$ cat src/rtl/rci_pkg.sv
// package of constants and types for the relay channel interlock
package rci_pkg;
  // =========================================
  // channel numbering
  localparam int RCI_NUM_SWITCHES = 24;
  localparam int RCI_BANK_SIZE = 10;
  localparam int RCI_NUM_BANK_SW = 20;
  localparam int RCI_NUM_TREE_SW = 4;
  localparam logic [6:0] RCI_CH_LOWER_FIRST = 7'h00;
  localparam logic [6:0] RCI_CH_LOWER_LAST = 7'h09;
  localparam logic [6:0] RCI_CH_UPPER_FIRST = 7'h0A;
  localparam logic [6:0] RCI_CH_UPPER_LAST = 7'h13;
  localparam logic [6:0] RCI_CH_BANK_SENSE = 7'h5B;
  localparam logic [6:0] RCI_CH_THERM_SENSE = 7'h5C;
  localparam logic [6:0] RCI_CH_THERM_SOURCE = 7'h5D;
  localparam logic [6:0] RCI_CH_BANK_SOURCE = 7'h5E;
  // =========================================
  // tree switch bit positions within the tree vector
  localparam int RCI_TREE_BANK_SENSE = 0;
  localparam int RCI_TREE_THERM_SENSE = 1;
  localparam int RCI_TREE_THERM_SOURCE = 2;
  localparam int RCI_TREE_BANK_SOURCE = 3;
  // =========================================
  // reset values: every switch open
  localparam logic [19:0] RCI_BANK_RESET = 20'h00000;
  localparam logic [3:0] RCI_TREE_RESET = 4'h0;
  // =========================================
  // request opcodes
  typedef enum logic [1:0] {
    RCI_OP_NONE,
    RCI_OP_CLOSE,
    RCI_OP_OPEN,
    RCI_OP_RESET
  } rci_op_t;
endpackage

$ cat src/rtl/rci_decode_if.sv
// decoded channel request carried from the decoder to the switch state
`timescale 1ns/1ps
interface rci_decode_if;
  logic bank_hit;
  logic upper_bank;
  logic [3:0] bank_index;
  logic tree_hit;
  logic [1:0] tree_index;
  modport dec (output bank_hit, output upper_bank, output bank_index,
               output tree_hit, output tree_index);
  modport use_side (input bank_hit, input upper_bank, input bank_index,
                    input tree_hit, input tree_index);
endinterface

$ cat src/rtl/rci_interlock.sv
// top of the relay channel interlock: request handling and switch drives
//
// Notes on behaviour
// - exactly 24 switch drives: 20 bank switches plus 4 tree switches.
// - one drive bit per switch actuates its high, low and guard relays.
// - channels 0..9 pick the lower bank, 10..19 the upper bank.
// - closing a bank channel opens any other closed channel of that bank.
// - four tree switches: two sense bus, two source bus.
// - closing a tree switch opens the other one of its type.
// - channel 91 is bank sense tree, 94 is bank source tree.
// - channel 92 is thermistor sense tree, 93 thermistor source tree.
// - banks reach the backplane only through a closed bank tree switch.
// - isolation select in disable position cuts tree outputs from backplane.
// - a card reset request opens every bank and tree switch.
`timescale 1ns/1ps
module rci_interlock
  import rci_pkg::*;
(
  // clock and reset
  input wire logic core_clk,
  input wire logic sys_rst,
  // channel requests from the mainframe controller
  input wire rci_pkg::rci_op_t req_op,
  input wire logic [6:0] req_chan,
  // static isolation select, high means the disable position
  input wire logic backplane_isolate_position,
  // relay drives, one bit per three-relay switch
  output logic [19:0] bank_sw_drive,
  output logic [3:0] tree_sw_drive,
  // tree connection to the backplane after isolation
  output logic [3:0] tree_backplane_drive,
  // banks have a live path to the sense or source bus
  output logic bank_sense_live,
  output logic bank_source_live,
  // request was a reset, or a close or open of a defined channel
  output logic req_accepted
);
  import rci_pkg::*;

  // =========================================
  // switch state
  logic [19:0] bank_reg;
  logic [19:0] bank_next;
  logic [3:0] tree_reg;
  logic [3:0] tree_next;
  logic [3:0] tree_out_reg;
  logic sense_live_reg;
  logic source_live_reg;
  logic accepted_reg;
  rci_decode_if dec_bus ();

  rci_chan_decode u_decode (
    .chan(req_chan),
    .dec(dec_bus.dec)
  );

  // one-hot of a bank index inside a 10-bit bank
  function automatic logic [9:0] rci_onehot10(input logic [3:0] idx);
    rci_onehot10 = 10'h001 << idx;
  endfunction

  // the other tree switch of the same type (sense pairs 0/1, source 2/3)
  function automatic logic [1:0] rci_tree_peer(input logic [1:0] idx);
    rci_tree_peer = {idx[1], ~idx[0]};
  endfunction

  // =========================================
  // next bank state
  always_comb begin
    bank_next = bank_reg;
    if (req_op == RCI_OP_RESET) begin
      bank_next = RCI_BANK_RESET;
    end else if (dec_bus.bank_hit && req_op == RCI_OP_CLOSE) begin
      // the whole bank is replaced, so any earlier closed channel opens
      if (dec_bus.upper_bank) begin
        bank_next[19:10] = rci_onehot10(dec_bus.bank_index);
      end else begin
        bank_next[9:0] = rci_onehot10(dec_bus.bank_index);
      end
    end else if (dec_bus.bank_hit && req_op == RCI_OP_OPEN) begin
      bank_next[5'(dec_bus.bank_index) + (dec_bus.upper_bank ? 5'h0A : 5'h00)] = 1'b0;
    end
  end

  // =========================================
  // next tree state
  always_comb begin
    tree_next = tree_reg;
    if (req_op == RCI_OP_RESET) begin
      tree_next = RCI_TREE_RESET;
    end else if (dec_bus.tree_hit && req_op == RCI_OP_CLOSE) begin
      tree_next[dec_bus.tree_index] = 1'b1;
      tree_next[rci_tree_peer(dec_bus.tree_index)] = 1'b0;
    end else if (dec_bus.tree_hit && req_op == RCI_OP_OPEN) begin
      tree_next[dec_bus.tree_index] = 1'b0;
    end
  end

  // =========================================
  // switch state registers; undefined channels fall through unchanged
  always_ff @(posedge core_clk or posedge sys_rst) begin
    if (sys_rst) begin
      bank_reg <= RCI_BANK_RESET;
      tree_reg <= RCI_TREE_RESET;
    end else begin
      bank_reg <= bank_next;
      tree_reg <= tree_next;
    end
  end

  // =========================================
  // backplane connection; isolation is static so it is just a gate
  always_ff @(posedge core_clk or posedge sys_rst) begin
    if (sys_rst) begin
      tree_out_reg <= RCI_TREE_RESET;
      sense_live_reg <= 1'b0;
      source_live_reg <= 1'b0;
    end else begin
      tree_out_reg <= backplane_isolate_position ? 4'h0 : tree_next;
      // banks see a bus only through the bank tree switch, never directly
      sense_live_reg <= !backplane_isolate_position && tree_next[RCI_TREE_BANK_SENSE]
                        && (|bank_next);
      source_live_reg <= !backplane_isolate_position && tree_next[RCI_TREE_BANK_SOURCE]
                         && (|bank_next);
    end
  end

  // =========================================
  // request acknowledge
  always_ff @(posedge core_clk or posedge sys_rst) begin
    if (sys_rst) begin
      accepted_reg <= 1'b0;
    end else begin
      accepted_reg <= (req_op == RCI_OP_RESET) ||
                      ((req_op == RCI_OP_CLOSE || req_op == RCI_OP_OPEN) &&
                       (dec_bus.bank_hit || dec_bus.tree_hit));
    end
  end

  // =========================================
  // outputs: one bit drives all three relays of a switch
  assign bank_sw_drive = bank_reg;
  assign tree_sw_drive = tree_reg;
  assign tree_backplane_drive = tree_out_reg;
  assign bank_sense_live = sense_live_reg;
  assign bank_source_live = source_live_reg;
  assign req_accepted = accepted_reg;
endmodule

$ cat src/rtl/rci_chan_decode.sv
// channel number decoder for the relay channel interlock
`timescale 1ns/1ps
module rci_chan_decode
  import rci_pkg::*;
(
  // channel number of the current request
  input wire logic [6:0] chan,
  // decoded result
  rci_decode_if.dec dec
);
  // =========================================
  // bank decode: lower 0..9, upper 10..19
  always_comb begin
    dec.bank_hit = 1'b0;
    dec.upper_bank = 1'b0;
    dec.bank_index = 4'h0;
    if (chan <= RCI_CH_LOWER_LAST) begin
      dec.bank_hit = 1'b1;
      dec.bank_index = chan[3:0];
    end else if (chan >= RCI_CH_UPPER_FIRST && chan <= RCI_CH_UPPER_LAST) begin
      dec.bank_hit = 1'b1;
      dec.upper_bank = 1'b1;
      dec.bank_index = 4'((chan - RCI_CH_UPPER_FIRST) & 7'h0F);
    end
  end

  // =========================================
  // tree decode: fixed channel numbers 91..94
  always_comb begin
    dec.tree_hit = 1'b1;
    dec.tree_index = 2'h0;
    unique case (chan)
      RCI_CH_BANK_SENSE: dec.tree_index = 2'(RCI_TREE_BANK_SENSE);
      RCI_CH_THERM_SENSE: dec.tree_index = 2'(RCI_TREE_THERM_SENSE);
      RCI_CH_THERM_SOURCE: dec.tree_index = 2'(RCI_TREE_THERM_SOURCE);
      RCI_CH_BANK_SOURCE: dec.tree_index = 2'(RCI_TREE_BANK_SOURCE);
      default: dec.tree_hit = 1'b0; // undefined numbers hit nothing
    endcase
  end
endmodule

$ cat config.mk
export PLATFORM = sky130hd
export DESIGN_NAME = rci_interlock
export DESIGN_NICKNAME = d
export VERILOG_FILES = /design/src/rtl/rci_pkg.sv /design/src/rtl/rci_decode_if.sv /design/src/rtl/rci_interlock.sv /design/src/rtl/rci_chan_decode.sv
export SDC_FILE = /design/constraint.sdc
export NUM_CORES = 1
export LEC_CHECK = 0
export BUFFER_PORTS_ARGS = -buffer_cell sky130_fd_sc_hd__buf_2
export CORE_MARGIN = 2
export CORE_UTILIZATION = 45
export CTS_CLUSTER_DIAMETER = 80
export DETAILED_ROUTE_END_ITERATION = 8
export HOLD_SLACK_MARGIN = 0.06
export PLACE_DENSITY_LB_ADDON = 0.25
export SYNTH_ARGS = -nofsm -noshare
export SYNTH_HDL_FRONTEND = slang
export SYNTH_HIERARCHICAL = 1
export SYNTH_SLANG_ARGS = --single-unit
$ cat constraint.sdc
create_clock -name core_clk -period 2.7 [get_ports core_clk]
set_clock_uncertainty 0.05 [all_clocks]
set_input_delay 0.405 -clock core_clk [delete_from_list [all_inputs] [get_ports core_clk]]
set_output_delay 0.405 -clock core_clk [all_outputs]
set_load 0.05 [all_outputs]
==> results.py, run 1 <==
metrics = {
    "grt": {
        "grt_max_degree": 32,
        "grt_pass1_vias": 2126,
        "gr-total-overflow": 0,
        "grt.busiest_layer": "met2",
        "grt_use_total_pct": 23.8,
        "grt_pass1_wl_um": 10000,
        "use_met3_pct": 5.08,
        "antenna_found_initial": 0,
        "met2_usage_pct": 40.7,
        "met1_usage_pct": 30.5,
    },
    "sta": {
        "max_freq_mhz": 329,
        "max-slew-margin-rel_pct": 56.9,
        "timing.final.ws_setup_ps": -337,
        "worst_pin_slew_ps": 644,
        "finalCriticalPeriod_ps": 3040,
        "setup_viol": 2,
        "hold_slack_ps": 135,
        "drv_slew": 0,
        "rsz0062_at_grt": "true",
        "setup_tns_ps": -667,
        "final-hold-violation-count": 0,
        "post-route-period-util_pct": 112,
    },
    "detailed_routing": {
        "via_per_inst": 5.51,
        "wl_um": 6200,
        "ant_nets": 0,
        "vias": 2192,
        "drc": 0,
        "firstDrtPassIters": 5,
        "drtIter0Drc": 207,
        "routedWlPerCell_um": 15.6,
    },
    "power_and_ir_drop": {
        "p_per_area_mw_per_mm2": 321,
        "ir_drop_uv": 367,
        "p_leak_nw": 1.60,
        "power_w": 0.00104,
    },
    "yosys": {
        "synth_seq_area_share_pct": 35.5,
        "synth_area_leader_cell": "dfrtp_1",
        "synthTopCellsByArea": "dfrtp_1 (35%), ha_1 (5.2%), nor2_1 (4.3%)",
        "syn_area_per_cell_um2": 9.15,
        "ys.flop_type": "dfrtp_1",
        "async_flop_share_pct": 100,
        "yosys_warnings": 6,
        "syn-instance-count": 239,
        "synth_nets": 260,
        "synth-edff-count": 0,
        "netlist_area_mm2": 0.00219,
        "synth_seq_cells": 31,
        "synth_cell_type_count": 63,
        "synth_top_area_share_pct": 35.5,
    },
    "finish": {
        "final_cell_mix": "buf_4 (66), buf_2 (40), dfrtp_1 (31)",
        "num_antenna_cells": 0,
        "syn_to_final_growth_pct": 47.7,
        "fin_nets": 364,
        "final_common_cell": "buf_4",
        "post-route-util_pct": 68.8,
        "layout-drive-gt1-share_pct": 46.5,
    },
    "clock_network": {
        "cts_buffers": 5,
        "numClockSinks": 31,
        "cts_tree": "done",
        "htreeDepth": 2,
        "clock_path_buffers": 2,
        "cts-root-buf": "clkbuf_8",
        "clk_latency_ps": 280,
        "postCtsHoldBufs": 0,
        "clkTransAtPathRegs_ps": 70,
    },
    "min_path": {
        "hold_path_class": "primary input to asynchronous set/reset pin",
    },
    "outcome": {
        "violations": "negative setup slack",
        "status": "complete, but fails checks",
    },
    "floorplanning": {
        "die_area_mm2": 0.00543,
        "fp.dieW_um": 73.7,
        "die_h_um": 73.7,
        "rows": 25,
        "pin_count": 43,
        "core_area_mm2": 0.00469,
        "start_util_pct": 46.6,
    },
    "critical_path": {
        "worstSetupPathType": "primary input to flop",
        "crit_fanout": 5,
        "worstPathArrival_ps": 3140,
        "end_kind": "flop",
        "critPathLaunchType": "primary input",
        "required_ps": 2810,
    },
    "place": {
        "gp_congestion": 0.890,
        "pre_cts_ws_ps": -795,
        "hpwl_um": 4720,
        "io_buffer_count": 42,
    },
    "job": {
        "cap_viol_max_count": 0,
    },
}
logic make-up after synthesis:
logic type               share of synthesized area (%)
AND/OR/NAND/NOR                                   31.1
AO/OA/AOI/OAI                                     20.3
flip-flops                                        35.5
buffers and inverters                             5.72
adder cells (fa/ha/maj)                           5.15
multiplexers                                      1.89
XOR/XNOR                                         0.401
synth_stat cells, types with 2 or more instances:
| cell type | instances |
|---|---|
| a21boi_1 | 2 |
| a21o_1 | 3 |
| a21oi_1 | 9 |
| a22oi_1 | 5 |
| a31oi_1 | 3 |
| a32oi_1 | 2 |
| and2_1 | 3 |
| and3_1 | 2 |
| and3b_1 | 2 |
| and4b_1 | 2 |
| buf_2 | 4 |
| buf_4 | 4 |
| dfrtp_1 | 31 |
| ha_1 | 9 |
| inv_1 | 16 |
| mux2_4 | 2 |
| nand2_1 | 15 |
| nand2b_1 | 6 |
| nand3_1 | 7 |
| nand3b_1 | 3 |
| nand4_1 | 4 |
| nor2_1 | 25 |
| nor2b_1 | 10 |
| nor3_1 | 11 |
| nor3b_1 | 8 |
| nor4_1 | 2 |
| nor4_2 | 3 |
| o21ai_0 | 3 |
| o21ai_2 | 2 |
| o21bai_1 | 2 |
| o22a_2 | 2 |
| o22ai_1 | 5 |
| o22ai_4 | 2 |
state kept, by name (all words and copies together) (netlist names):
name / cells
bank_sense_live: 1
bank_source_live: 1
bank_sw_drive: 20
req_accepted: 1
tree_backplane_drive: 4
tree_sw_drive: 4
worst paths after layout:
path | end | slack, ps | from | cells after the start
max in group asynchronous | bank_sw_drive[4] | 2180 | sys_rst | 3
min | tree_backplane_drive[0] | 130 | sys_rst | 3
min reg2reg | tree_sw_drive[0] | 530 | tree_sw_drive[0] | 2
max reg2reg | bank_sense_live | 1080 | bank_sw_drive[2] | 5
max | bank_sense_live | -340 | req_chan[1] | 14
min in group core_clk | tree_backplane_drive[2] | 260 | backplane_isolate_position | 2
repair_timing:
action                                  CTS  global route
pin swaps                                11             9
resized for setup                        19            11
gates cloned                              0             0
endpoints found under the setup margin    4             5
buffers inserted                          3             3
layout make-up:
type                    count  area (µm²)
clock buffers               5        68.8
clock inverters             3        15.0
fillers                   362        1460
inverters                  16        77.6
multi-input cells         181        1490
flip-flops and latches     31         776
well taps                  54        67.6
repair buffers            108         736
layer usage:
metal / vias up / part of all wire (%)
li1: 1080 / -
met1: 1015 / 43
met2: 84 / 50
met3: 13 / 5.9
met4: 0 / 1.2
met5: - / 0
through the flow:
stage / area [µm²] / cells
after global placement: 2950 / 384
after floorplan: 2280 / 239
after CTS: 3140 / 395
after global routing: 3230 / 398
after detailed placement: 2950 / 384
final: 3230 / 398
critical path, cell delays in order:
cell      delay [ps]
buf_12            90
inv_6             40
ha_4             160
a21boi_1         120
o21a_1           190
mux2_4           290
ha_4             170
ha_4             230
and4bb_2         370
nand3_2          120
o22a_4           260
nor4_4           280
nor4b_4          310
a21boi_1         100
power by group:
| group | switching (W) | internal, W |
|---|---|---|
| Sequential | 0.00000167 | 0.000468 |
| Combinational | 0.000123 | 0.0000936 |
| Clock | 0.000173 | 0.000176 |
Note: power is estimated with default switching activity, not from simulation.
==> run 2: changes to the inputs <==
--- a/config.mk
+++ b/config.mk
@@ -7,7 +7,7 @@
 export LEC_CHECK = 0
 export BUFFER_PORTS_ARGS = -buffer_cell sky130_fd_sc_hd__buf_2
 export CORE_MARGIN = 2
-export CORE_UTILIZATION = 45
+export CORE_UTILIZATION = 30
 export CTS_CLUSTER_DIAMETER = 80
 export DETAILED_ROUTE_END_ITERATION = 8
 export HOLD_SLACK_MARGIN = 0.06
==> results.py, run 2 (synthesized netlist as in run 1, its figures left out) <==
metrics = {
    "outcome": {
        "status": "complete, but fails checks",
        "violations": "negative setup slack",
    },
    "finish": {
        "num_antenna_cells": 0,
        "instances_no_fill": 435,
        "final_common_cell": "buf_4",
        "largest_reg_flops": 20,
        "n_fill_cell": 739,
        "seq_area_um2": 776,
        "final_area_mm2": 0.00324,
        "syn_to_final_growth_pct": 48.0,
        "layout-drive-gt1-share_pct": 45.8,
        "multi_input_area_mm2": 0.00148,
        "final_cell_mix": "buf_4 (58), buf_2 (40), dfrtp_1 (31)",
        "fin_nets": 357,
    },
    "critical_path": {
        "r2r_slack_ps": 1090,
        "critPathLaunchType": "primary input",
        "r2r-end": "bank_sense_live",
        "crit_fanout": 5,
        "crit_start": "req_chan[1]",
        "worstPathArrival_ps": 3130,
        "crit_end": "bank_sense_live",
        "required_ps": 2800,
        "end_kind": "flop",
        "worstSetupPathType": "primary input to flop",
        "crit-reg2reg-launch": "bank_sw_drive[2]",
        "r2r_cells": 5,
    },
    "sta": {
        "final-hold-violation-count": 0,
        "post-route-period-util_pct": 112,
        "worst_pin_slew_ps": 677,
        "timing.final.ws_setup_ps": -324,
        "hold_slack_ps": 139,
        "setup_viol": 2,
        "setup_tns_ps": -647,
        "finalCriticalPeriod_ps": 3020,
        "max_freq_mhz": 331,
        "rsz0062_at_grt": "true",
        "drv_slew": 0,
        "max-slew-margin-rel_pct": 54.6,
    },
    "grt": {
        "grt_max_degree": 32,
        "gr-total-overflow": 0,
        "grt_pass1_wl_um": 10600,
        "grt_use_total_pct": 17.0,
        "grt_pass1_vias": 2241,
        "antenna_found_initial": 0,
    },
    "clock_network": {
        "cts_tree": "done",
        "htreeDepth": 2,
        "cts-root-buf": "clkbuf_8",
        "numClockSinks": 31,
        "cts_buffers": 5,
        "clk_latency_ps": 280,
        "postCtsHoldBufs": 0,
        "clkTransAtPathRegs_ps": 70,
        "clock_path_buffers": 2,
    },
    "detailed_routing": {
        "vias": 2131,
        "via_per_inst": 4.90,
        "drc": 0,
        "firstDrtPassIters": 4,
        "drtIter0Drc": 70,
        "ant_nets": 0,
        "wl_um": 6200,
        "routedWlPerCell_um": 14.3,
    },
    "power_and_ir_drop": {
        "ir_drop_uv": 244,
        "p_per_area_mw_per_mm2": 324,
        "p_leak_nw": 1.56,
    },
    "min_path": {
        "hold_path_class": "primary input to asynchronous set/reset pin",
    },
    "floorplanning": {
        "die_area_mm2": 0.00799,
        "rows": 31,
        "fp.dieW_um": 89.4,
        "core_area_mm2": 0.00714,
        "die_h_um": 89.4,
        "start_util_pct": 30.6,
        "pin_count": 43,
    },
    "place": {
        "dp_cells": 424,
        "gp_congestion": 0.872,
        "placed_cell_area_mm2": 0.00297,
        "io_buffer_count": 42,
        "hpwl_um": 4850,
    },
    "job": {
        "cap_viol_max_count": 0,
    },
}
## run 2: stage by stage
step	power [W]	setup slack [ps]	utilization, %
finish	0.00105	-324	45.3
global route	0.00110	-400	45.3
floorplan	0.000596	-303	-
global placement	0.000671	-718	41.5
CTS	0.00106	-257	44.3
detailed placement	0.000672	-763	41.5
## run 2: area by class of cell
| class | count | share of cell area [%] |
|---|---|---|
| Timing Repair Buffer | 101 | 21.2 |
| Tap cell | 99 | 3.83 |
| Sequential cell | 31 | 24.0 |
| Inverter | 16 | 2.40 |
| Clock buffer | 6 | 2.55 |
| Multi-Input combinational cell | 181 | 45.9 |
| Clock inverter | 1 | 0.155 |
## run 2: repair_timing
| action | CTS | global route |
|---|---|---|
| hold endpoints to repair | 0 | 0 |
| setup endpoints to repair | 2 | 3 |
| buffers inserted | 4 | 0 |
| resized for setup | 17 | 16 |
| pin swaps | 10 | 7 |
## run 2: worst max-delay path: stages
cell	delay [ps]
buf_12	90
inv_6	40
ha_4	150
a21boi_1	120
o21a_1	200
mux2_4	290
ha_4	170
ha_4	210
and4bb_4	390
nand3b_1	130
o22a_2	270
nor4_4	210
nor4b_4	320
a21boi_1	110
## run 2: worst min-delay path by stage
| stage | start | end | slack (ps) | depth (start not counted) |
|---|---|---|---|---|
| after detailed placement | sys_rst | bank_sense_live | 460 | 3 |
| after global placement | sys_rst | tree_backplane_drive[3] | 450 | 3 |
| final | sys_rst | tree_backplane_drive[2] | 140 | 3 |
| after floorplan | backplane_isolate_position | tree_backplane_drive[1] | 420 | 1 |
| after CTS | sys_rst | tree_backplane_drive[2] | 160 | 3 |
| after global routing | sys_rst | bank_sw_drive[12] | 180 | 3 |
## run 2: metal layers
metal  up-vias  GRT usage, %  wire length, µm
met5         -             0                0
met4         0          5.29               89
met3        10          3.60              236
met2        50          29.1             2970
met1      1002          21.4             2910
li1       1069             -                -
## run 2: where the power goes
group	total [W]	internal [W]	switching, W
clock	0.000366	0.000200	0.000166
combinational	0.000213	0.0000913	0.000122
sequential	0.000471	0.000469	0.00000204
